[src/rtl/plser_map.vh]
// constants for the 28-to-4 pixel serializer
`ifndef PLSER_MAP_VH
`define PLSER_MAP_VH

// timing
`define PLSER_CLK_PERIOD_NS 50
`define PLSER_LOCK_TIME_NS 10000
// settle time in clk cycles: 10 us at 50 ns a cycle
`define PLSER_LOCK_CYCLES 16'h00C8
`define PLSER_DIS_TIME_NS 12

// frame shape
`define PLSER_SLOTS 10'h007
`define PLSER_LAST_SLOT 3'h6
`define PLSER_CLK_HIGH_SLOTS 3'h4
`define PLSER_WORD_W 28
`define PLSER_LANES 4
`define PLSER_CNT_W 10
`define PLSER_CNT_MAX 10'h3FF

// parallel bit carried by each lane in each slot
`define PLSER_S0_L0 1
`define PLSER_S0_L1 9
`define PLSER_S0_L2 20
`define PLSER_S0_L3 5
`define PLSER_S1_L0 0
`define PLSER_S1_L1 8
`define PLSER_S1_L2 19
`define PLSER_S1_L3 27
`define PLSER_S2_L0 7
`define PLSER_S2_L1 18
`define PLSER_S2_L2 26
`define PLSER_S2_L3 23
`define PLSER_S3_L0 6
`define PLSER_S3_L1 15
`define PLSER_S3_L2 25
`define PLSER_S3_L3 17
`define PLSER_S4_L0 4
`define PLSER_S4_L1 14
`define PLSER_S4_L2 24
`define PLSER_S4_L3 16
`define PLSER_S5_L0 3
`define PLSER_S5_L1 13
`define PLSER_S5_L2 22
`define PLSER_S5_L3 11
`define PLSER_S6_L0 2
`define PLSER_S6_L1 12
`define PLSER_S6_L2 21
`define PLSER_S6_L3 10

`endif

[src/rtl/plser_fifo.v]
// two-entry word buffer with valid and ready on both sides
`timescale 1ns/1ps
module plser_fifo #(
   parameter W = 28
) (
   clk,
   rst_n,
   in_valid,
   in_ready,
   in_data,
   out_valid,
   out_ready,
   out_data
);
   input wire clk;
   input wire rst_n;
   input wire in_valid;
   output wire in_ready;
   input wire [W-1:0] in_data;
   output wire out_valid;
   input wire out_ready;
   output wire [W-1:0] out_data;

   reg [W-1:0] mem0_r;
   reg [W-1:0] mem1_r;
   reg wr_ptr_r;
   reg rd_ptr_r;
   reg [1:0] count_r;
   wire push;
   wire pop;

   assign in_ready = (count_r != 2'h2);
   assign out_valid = (count_r != 2'h0);
   assign out_data = rd_ptr_r ? mem1_r : mem0_r;
   assign push = in_valid && in_ready;
   assign pop = out_valid && out_ready;

   always @(posedge clk or negedge rst_n) begin
      if (!rst_n) begin
         mem0_r <= {W{1'b0}};
         mem1_r <= {W{1'b0}};
         wr_ptr_r <= 1'b0;
         rd_ptr_r <= 1'b0;
         count_r <= 2'h0;
      end else begin
         if (push && !wr_ptr_r)
            mem0_r <= in_data;
         if (push && wr_ptr_r)
            mem1_r <= in_data;
         if (push)
            wr_ptr_r <= ~wr_ptr_r;
         if (pop)
            rd_ptr_r <= ~rd_ptr_r;
         if (push && !pop)
            count_r <= count_r + 2'h1;
         else if (pop && !push)
            count_r <= count_r - 2'h1;
      end
   end
endmodule

[src/rtl/plser_top.v]
// pixel serializer: 28 parallel bits onto four serial lanes plus clock
`timescale 1ns/1ps
`include "plser_map.vh"

// Overview of operation
// - slot 0 sends bits 1,9,20,5
// - slot 1 sends bits 0,8,19,27
// - slot 2 sends bits 7,18,26,23
// - slot 3 sends bits 6,15,25,17
// - slot 4 sends bits 4,14,24,16
// - slot 5 sends bits 3,13,22,11
// - slot 6 sends bits 2,12,21,10
// - slot k starts k/7 period after clock
// - forwarded clock high four sevenths period
// - lock and valid data 10 us after release
// - shutdown turns forwarded clock off quickly
// - sample edge chosen by edge select
// - shutdown stops clock, lanes, clears registers
// - high selects rising, low selects falling
module plser_top (
   clk,
   rst_n,
   pixel_clock_in,
   edge_select,
   shutdown_clear_n,
   parallel_pixel_bit,
   pixel_ready,
   serial_lane,
   serial_lane_oe,
   forwarded_clock_out,
   forwarded_clock_oe,
   lock_valid
);
   input wire clk;
   input wire rst_n;
   input wire pixel_clock_in;
   input wire edge_select;
   input wire shutdown_clear_n;
   input wire [`PLSER_WORD_W-1:0] parallel_pixel_bit;
   output reg pixel_ready;
   output reg [`PLSER_LANES-1:0] serial_lane;
   output reg serial_lane_oe;
   output reg forwarded_clock_out;
   output reg forwarded_clock_oe;
   output reg lock_valid;

   localparam [15:0] LOCK_CYC = `PLSER_LOCK_CYCLES;
   localparam [`PLSER_CNT_W-1:0] SLOT_STEP = `PLSER_SLOTS;

   // ******************************************************
   // reset and shutdown
   // ******************************************************
   // shutdown acts as an async clear so the drivers drop within one
   // gate delay, well inside the disable time; release is synchronised
   wire clr_n;
   reg rsync1_r;
   reg rsync2_r;
   wire irst_n;

   assign clr_n = rst_n & shutdown_clear_n;

   always @(posedge clk or negedge clr_n) begin
      if (!clr_n) begin
         rsync1_r <= 1'b0;
         rsync2_r <= 1'b0;
      end else begin
         rsync1_r <= 1'b1;
         rsync2_r <= rsync1_r;
      end
   end

   assign irst_n = rsync2_r & clr_n;

   // ******************************************************
   // input synchronisers
   // ******************************************************
   // data takes the same two stages as the clock, so the word seen at
   // a detected edge is the word that stood at that pin edge
   reg pclk1_r;
   reg pclk2_r;
   reg pclk3_r;
   reg esel1_r;
   reg esel2_r;
   reg [`PLSER_WORD_W-1:0] pdat1_r;
   reg [`PLSER_WORD_W-1:0] pdat2_r;

   always @(posedge clk or negedge irst_n) begin
      if (!irst_n) begin
         pclk1_r <= 1'b0;
         pclk2_r <= 1'b0;
         pclk3_r <= 1'b0;
         esel1_r <= 1'b0;
         esel2_r <= 1'b0;
         pdat1_r <= {`PLSER_WORD_W{1'b0}};
         pdat2_r <= {`PLSER_WORD_W{1'b0}};
      end else begin
         pclk1_r <= pixel_clock_in;
         pclk2_r <= pclk1_r;
         pclk3_r <= pclk2_r;
         esel1_r <= edge_select;
         esel2_r <= esel1_r;
         pdat1_r <= parallel_pixel_bit;
         pdat2_r <= pdat1_r;
      end
   end

   // edges are ignored until all three stages hold pin samples, else a
   // pin that is high at release would look like a fresh rising edge
   reg [1:0] fill_r;

   always @(posedge clk or negedge irst_n) begin
      if (!irst_n) begin
         fill_r <= 2'h0;
      end else if (fill_r != 2'h3) begin
         fill_r <= fill_r + 2'h1;
      end
   end

   wire rise_det;
   wire fall_det;
   wire frame_start;

   assign rise_det = (fill_r == 2'h3) & pclk2_r & ~pclk3_r;
   assign fall_det = (fill_r == 2'h3) & ~pclk2_r & pclk3_r;
   assign frame_start = esel2_r ? rise_det : fall_det;

   // ******************************************************
   // capture buffer
   // ******************************************************
   wire fifo_in_ready;
   wire fifo_out_valid;
   wire [`PLSER_WORD_W-1:0] fifo_out_data;

   plser_fifo #(
      .W(`PLSER_WORD_W)
   ) u_buf (
      .clk(clk),
      .rst_n(irst_n),
      .in_valid(frame_start),
      .in_ready(fifo_in_ready),
      .in_data(pdat2_r),
      .out_valid(fifo_out_valid),
      .out_ready(frame_start),
      .out_data(fifo_out_data)
   );

   // ******************************************************
   // period tracking and lock
   // ******************************************************
   // the bit clock is synthesised by a phase accumulator over the
   // measured pixel period; a period change shows one frame late
   reg [`PLSER_CNT_W-1:0] cnt_r;
   reg [`PLSER_CNT_W-1:0] period_r;
   reg [1:0] edges_r;
   reg [15:0] lock_cnt_r;
   reg live_r;
   wire measured;
   wire lock_due;
   wire locked;

   assign measured = (edges_r == 2'h2);
   assign lock_due = measured && (lock_cnt_r == LOCK_CYC);
   assign locked = live_r;

   always @(posedge clk or negedge irst_n) begin
      if (!irst_n) begin
         cnt_r <= {`PLSER_CNT_W{1'b0}};
         period_r <= {`PLSER_CNT_W{1'b0}};
         edges_r <= 2'h0;
         lock_cnt_r <= 16'h0000;
      end else begin
         if (frame_start) begin
            cnt_r <= {`PLSER_CNT_W{1'b0}};
            period_r <= cnt_r + 10'h001;
            if (!measured)
               edges_r <= edges_r + 2'h1;
         end else if (cnt_r != `PLSER_CNT_MAX) begin
            cnt_r <= cnt_r + 10'h001;
         end
         if (lock_cnt_r != LOCK_CYC)
            lock_cnt_r <= lock_cnt_r + 16'h0001;
      end
   end

   // outputs come alive only at a frame start, so the first frame that
   // leaves is whole and lanes and clock share its boundary
   always @(posedge clk or negedge irst_n) begin
      if (!irst_n) begin
         live_r <= 1'b0;
      end else if (frame_start && lock_due) begin
         live_r <= 1'b1;
      end
   end

   // ******************************************************
   // slot sequencer
   // ******************************************************
   // slots are whole clk cycles: with a short pixel period one slot in a
   // frame lasts a cycle longer, a limit of running the bit clock on clk
   reg [2:0] slot_r;
   reg [`PLSER_CNT_W-1:0] acc_r;
   reg [`PLSER_WORD_W-1:0] word_r;
   wire [`PLSER_CNT_W-1:0] acc_sum;

   assign acc_sum = acc_r + SLOT_STEP;

   always @(posedge clk or negedge irst_n) begin
      if (!irst_n) begin
         slot_r <= 3'h0;
         acc_r <= {`PLSER_CNT_W{1'b0}};
         word_r <= {`PLSER_WORD_W{1'b0}};
      end else begin
         if (frame_start) begin
            slot_r <= 3'h0;
            acc_r <= {`PLSER_CNT_W{1'b0}};
            if (fifo_out_valid)
               word_r <= fifo_out_data;
            else
               word_r <= {`PLSER_WORD_W{1'b0}};
         end else if (slot_r != `PLSER_LAST_SLOT) begin
            if (acc_sum >= period_r) begin
               slot_r <= slot_r + 3'h1;
               acc_r <= acc_sum - period_r;
            end else begin
               acc_r <= acc_sum;
            end
         end
      end
   end

   // ******************************************************
   // lane mapping
   // ******************************************************
   reg [`PLSER_LANES-1:0] lane_nxt;

   always @* begin
      case (slot_r)
         3'h0: begin
            lane_nxt = {word_r[`PLSER_S0_L3], word_r[`PLSER_S0_L2],
                        word_r[`PLSER_S0_L1], word_r[`PLSER_S0_L0]};
         end
         3'h1: begin
            lane_nxt = {word_r[`PLSER_S1_L3], word_r[`PLSER_S1_L2],
                        word_r[`PLSER_S1_L1], word_r[`PLSER_S1_L0]};
         end
         3'h2: begin
            lane_nxt = {word_r[`PLSER_S2_L3], word_r[`PLSER_S2_L2],
                        word_r[`PLSER_S2_L1], word_r[`PLSER_S2_L0]};
         end
         3'h3: begin
            lane_nxt = {word_r[`PLSER_S3_L3], word_r[`PLSER_S3_L2],
                        word_r[`PLSER_S3_L1], word_r[`PLSER_S3_L0]};
         end
         3'h4: begin
            lane_nxt = {word_r[`PLSER_S4_L3], word_r[`PLSER_S4_L2],
                        word_r[`PLSER_S4_L1], word_r[`PLSER_S4_L0]};
         end
         3'h5: begin
            lane_nxt = {word_r[`PLSER_S5_L3], word_r[`PLSER_S5_L2],
                        word_r[`PLSER_S5_L1], word_r[`PLSER_S5_L0]};
         end
         3'h6: begin
            lane_nxt = {word_r[`PLSER_S6_L3], word_r[`PLSER_S6_L2],
                        word_r[`PLSER_S6_L1], word_r[`PLSER_S6_L0]};
         end
         default: begin
            lane_nxt = 4'h0;
         end
      endcase
   end

   // ******************************************************
   // output stage
   // ******************************************************
   // lanes and clock leave from the same register stage so the frame
   // boundary is common to all five outputs
   always @(posedge clk or negedge irst_n) begin
      if (!irst_n) begin
         serial_lane <= 4'h0;
         serial_lane_oe <= 1'b0;
         forwarded_clock_out <= 1'b0;
         forwarded_clock_oe <= 1'b0;
         lock_valid <= 1'b0;
         pixel_ready <= 1'b0;
      end else begin
         serial_lane_oe <= locked;
         forwarded_clock_oe <= locked;
         lock_valid <= locked;
         pixel_ready <= fifo_in_ready;
         if (locked) begin
            serial_lane <= lane_nxt;
            forwarded_clock_out <= (slot_r < `PLSER_CLK_HIGH_SLOTS);
         end else begin
            serial_lane <= 4'h0;
            forwarded_clock_out <= 1'b0;
         end
      end
   end
endmodule

[config.mk]
export PLATFORM = sky130hd
export DESIGN_NAME = plser_top
export DESIGN_NICKNAME = d
export VERILOG_FILES = /design/src/rtl/plser_fifo.v /design/src/rtl/plser_top.v
export VERILOG_INCLUDE_DIRS = /design/src /design/src/rtl
export SDC_FILE = /design/constraint.sdc
export NUM_CORES = 1
export LEC_CHECK = 0
export ABC_CLOCK_PERIOD_IN_PS = 21000
export BUFFER_PORTS_ARGS = -buffer_cell sky130_fd_sc_hd__buf_2
export CORE_MARGIN = 2
export CORE_UTILIZATION = 40
export DETAILED_ROUTE_END_ITERATION = 10
export GPL_TIMING_DRIVEN = 0
export PLACE_DENSITY_LB_ADDON = 0.25
export SETUP_SLACK_MARGIN = 0.1
export SLEW_MARGIN = 30
export SYNTH_ARGS = -nofsm -noshare
export SYNTH_HDL_FRONTEND = slang
export SYNTH_SLANG_ARGS = --single-unit
export TNS_END_PERCENT = 1
[constraint.sdc]
create_clock -name clk -period 21 [get_ports clk]
set_input_delay 0 -clock clk [delete_from_list [all_inputs] [get_ports clk]]
set_output_delay 0 -clock clk [all_outputs]
set_load 0.1 [all_outputs]
==> Implementation_results.wiki <==
{| class="wikitable"
! Metric !! Value
|-
| Total Neg Setup Slack || 0 ns
|-
| Source-to-sink clock delay at the later pin of the worst-skew pair || 0.50 ns
|-
| Post-synthesis adder-cell area fraction || under 10%
|-
| Largest fanout of any net on the critical path || 10
|-
| R2r worst-path depth || 13
|-
| Maximum clock frequency || 292.9 MHz
|-
| Number of H-tree branching levels || 1
|-
| Number of warning messages in the yosys log || 0
|-
| Total instance count after detailed placement || between 1000 and 1500
|-
| Synth cell types || 59
|-
| Ratio of final minimum period to clock period || 16.26%
|-
| Average detailed-routed wire length per instance || 15.33 um
|-
| Total wire length || around 17000 um
|-
| Sequential fraction of the synthesis area || 61.08%
|-
| HPWL after detailed placement || 11670 um
|-
| Highest-delay cell along the critical path || sky130_fd_sc_hd__or3b_2
|-
| Endpoint class of the critical path || flop
|-
| Hold depth || 2
|-
| Total gr overflow || 0
|-
| Max Clock Skew || 0.01032 ns
|-
| First-pass GRT wire length || 28580 um
|-
| Path class of the lowest-slack min-delay path || primary input to flop
|-
| Number of top-level pins || between 40 and 50
|-
| Iteration-0 DRC Markers || 338
|-
| Largest stage delay, worst path || 0.48 ns
|-
| Critical Path RT || 21.37 ns
|-
| Mux contribution to synthesized area || about 11%
|-
| Worst Setup EP || acc_r[8]$_DFFE_PN0P_
|-
| FF+latch count, synth || approximately 210
|-
| Global placement routability congestion || about 0.80
|-
| Total iterations of the first detailed-routing run || 7
|-
| Complex-gate fraction of the synthesized area || 8.398%
|-
| Inserted Clock Buffers || 22
|-
| Most used flip-flop cell after synthesis || sky130_fd_sc_hd__dfrtp_1
|-
| Post-synth top area cell || sky130_fd_sc_hd__dfrtp_1
|-
| Final net count || 859
|-
| Top cells by area in the synthesized netlist || sky130_fd_sc_hd__dfrtp_1, sky130_fd_sc_hd__mux2_2, sky130_fd_sc_hd__mux2i_1
|-
| Largest voltage drop on the vdd net || between 80 and 90 uV
|-
| Cell-by-cell trace of the critical path || inv_1 > ha_1 > nand2b_1 > or3b_2 > xnor2_1 > ha_1 > nand2_1 > or3_1 > a21oi_2 > nor2_2 > buf_2 > a41oi_1 > o21ai_0
|-
| Core area || around 0.021 mm2
|-
| Pwr per Cell Area || around 140 mW/mm2
|-
| Number of failing setup endpoints in the final timing report || 0
|-
| Most numerous cell types in the synthesized netlist || sky130_fd_sc_hd__dfrtp_1, sky130_fd_sc_hd__nand2_1, sky130_fd_sc_hd__mux2_2
|-
| Worst setup path start || acc_r[0]$_DFFE_PN0P_
|-
| Area growth from synthesis to layout || 20.20%
|-
| Post-Layout Cell Count || 1094
|-
| Max_cap viols || 0
|-
| Measured slew at the worst slew-check pin || 0.8009 ns
|-
| Arrival time at the worst endpoint || 3.79 ns
|-
| Global routing usage summed across all routing layers || 15.45%
|-
| Unrepaired setup endpoints after global routing || false
|-
| Library cell appearing most often on the critical path || sky130_fd_sc_hd__ha_1
|-
| Hold Fails Final Rpt || 0
|-
| Average footprint of a synthesized cell || 12.41 um2
|-
| TritonCTS Sinks || 212
|-
| Leakage power figure || 4.815 nW
|-
| Die ar. || around 0.023 mm2
|-
| Die X || 151.4 um
|-
| Die Y-Extent || 151.4 um
|-
| Vias in the first global route || 5800
|-
| Worst Setup Start Kind || flop
|-
| Critical path depth in cells || 13
|-
| Count leader, synth || sky130_fd_sc_hd__dfrtp_1
|-
| Clock-pin slew on the worst setup and hold paths || 0.06 ns
|-
| Root buf cell || sky130_fd_sc_hd__clkbuf_16
|-
| Synthesized-area fraction occupied by and/or/nand/nor cells || 8.845%
|-
| Startpoint of the worst register-to-register path || acc_r[0]$_DFFE_PN0P_
|-
| Number of antenna-violating nets in the routed design || 0
|-
| Number of antenna cells inserted || 0
|-
| Area of the mapped netlist || 0.008686 mm2
|-
| Residual DRC count || 0
|-
| Fraction of synthesized cell area taken by the top area cell type || 61.08%
|-
| Synth Net Count || approximately 760
|-
| TritonCTS clock tree || built
|-
| Crit path buffers/inverters || 2
|-
| Port buffer count || 41
|-
| Post-layout minimum cycle time || about 3.4 ns
|-
| R2R Setup Slk || 17.59 ns
|-
| Final-layout fill cell count || 1823
|-
| Largest family of logic cells by synthesized area || multiplexers
|-
| Buffer levels on the longest clock path || 3
|-
| Proportion of register bits with asynchronous set or reset after synthesis || between 90% and 100%
|-
| Startpoint-to-endpoint class of the critical path || flop to flop
|-
| XOR/XNOR Fraction of Synth Area || roughly 4.3%
|-
| Post-synthesis cell count || 700
|-
| Number of synthesized flops with an enable pin || 0
|-
| Fraction of layout instances using a drive strength above 1 || 20.51%
|-
| Post-CTS resize count || 0
|-
| Worst slew margin relative to its limit || 46.20%
|-
| Antenna violations before repair || 0
|-
| Largest net degree at the start of global routing || 53
|-
| Post-DR vias/cell || ~5.1
|-
| Total vias in the final route || 5586
|-
| Initial Utilization || 41.06%
|-
| Crit path max-delay family || simple AND/OR/NAND/NOR gates
|-
| Cell Rows || 53
|-
| Outcome || finished clean
|-
| Destination of the worst register-to-register timing path || acc_r[8]$_DFFE_PN0P_
|-
| Count of pins over their slew limit || 0
|}
## cells in the final DEF (no fill, tap or decap), drive strengths merged, types with 26 or more instances in the layout
| master | netlist | routed |
|---|---|---|
| nand2 | 63 | 63 |
| dlygate4sd3 | 0 | 34 |
| a21oi | 26 | 26 |
| clkbuf | 13 | 42 |
| xnor2 | 30 | 30 |
| mux2 | 60 | 60 |
| dfrtp | 212 | 212 |
| buf | 15 | 60 |
| nor2 | 28 | 28 |
| mux2i | 31 | 31 |
| o21ai | 61 | 61 |
## logic make-up (layout without fill, tap and decap cells)
group / count (synthesis) / in the layout
AOI/OAI and AO/OA: 122 / 122
xor gates and xnor gates: 43 / 43
adders and majority gates: 23 / 23
buffers and inverters: 51 / 170
DFF: 212 / 212
muxes: 91 / 91
other: 1 / 1
and+or+nand+nor: 157 / 157
## metal layers
layer	share of wire [%]	global-route usage, %	up-vias
met5	0	0	-
met3	3.6	2.741	27
met1	45	20.22	2810
met4	1.7	3.692	0
li1	-	-	2653
met2	50	26.76	96
## how the worst min path moves through the flow
stage	start	to
6_report	parallel_pixel_bit[17]	pdat1_r[17]$_DFF_PN0_
5_1_grt	parallel_pixel_bit[0]	pdat1_r[0]$_DFF_PN0_
4_1_cts	parallel_pixel_bit[17]	pdat1_r[17]$_DFF_PN0_
3_5_place_dp	shutdown_clear_n	rsync1_r$_DFF_PN0_
3_3_place_gp	shutdown_clear_n	rsync2_r$_DFF_PN0_
2_1_floorplan	shutdown_clear_n	rsync1_r$_DFF_PN0_
## what timing repair did
| item | 4_1_cts | 5_1_grt |
|---|---|---|
| hold buffers | 34 | 0 |
| endpoints found under the hold margin | 88 | 0 |
| setup buffers | 0 | 0 |
## through the flow
stage | utilization (%) | hold slack (ns) | power, mW | cell area (um2) | worst slack [ns]
after detailed placement | 44.20 | -0.08396 | 1.111 | 9350 | 17.61
after CTS | 49.35 | 0.1196 | 1.513 | 10440 | 17.60
after global routing | 49.35 | 0.1269 | 1.605 | 10440 | 17.34
after floorplan | - | -0.1937 | 0.9808 | 8686 | 13.83
after global placement | 43.66 | -0.1023 | 1.088 | 9235 | 11.78
final | 49.35 | 0.1382 | 1.499 | 10440 | 17.59
## layout make-up
cell class                      instances  area, um2  area share, %
Buffer                                 28      135.1          1.294
Multi-Input combinational cell        437       3172          30.38
Timing Repair Buffer                   79      648.1          6.208
Inverter                               23      86.33         0.8269
Sequential cell                       212       5305          50.82
Clock buffer                           29      648.1          6.208
Tap cell                              275      344.1          3.296
Clock inverter                         11      101.3         0.9708
## flip-flops by register name, indices dropped and copies added (netlist names), 4 cells and up
signal,cells
u_buf.mem1_r,28
serial_lane,4
word_r,28
u_buf.mem0_r,28
acc_r,10
pdat1_r,28
lock_cnt_r,16
pdat2_r,28
cnt_r,10
period_r,10
## power breakdown
group | switching [mW] | internal [mW]
Clock | 0.157 | 0.231
Sequential | 0.0666 | 0.525
Combinational | 0.283 | 0.237
Total | 0.506 | 0.994
(Power assumes the default switching activity.)
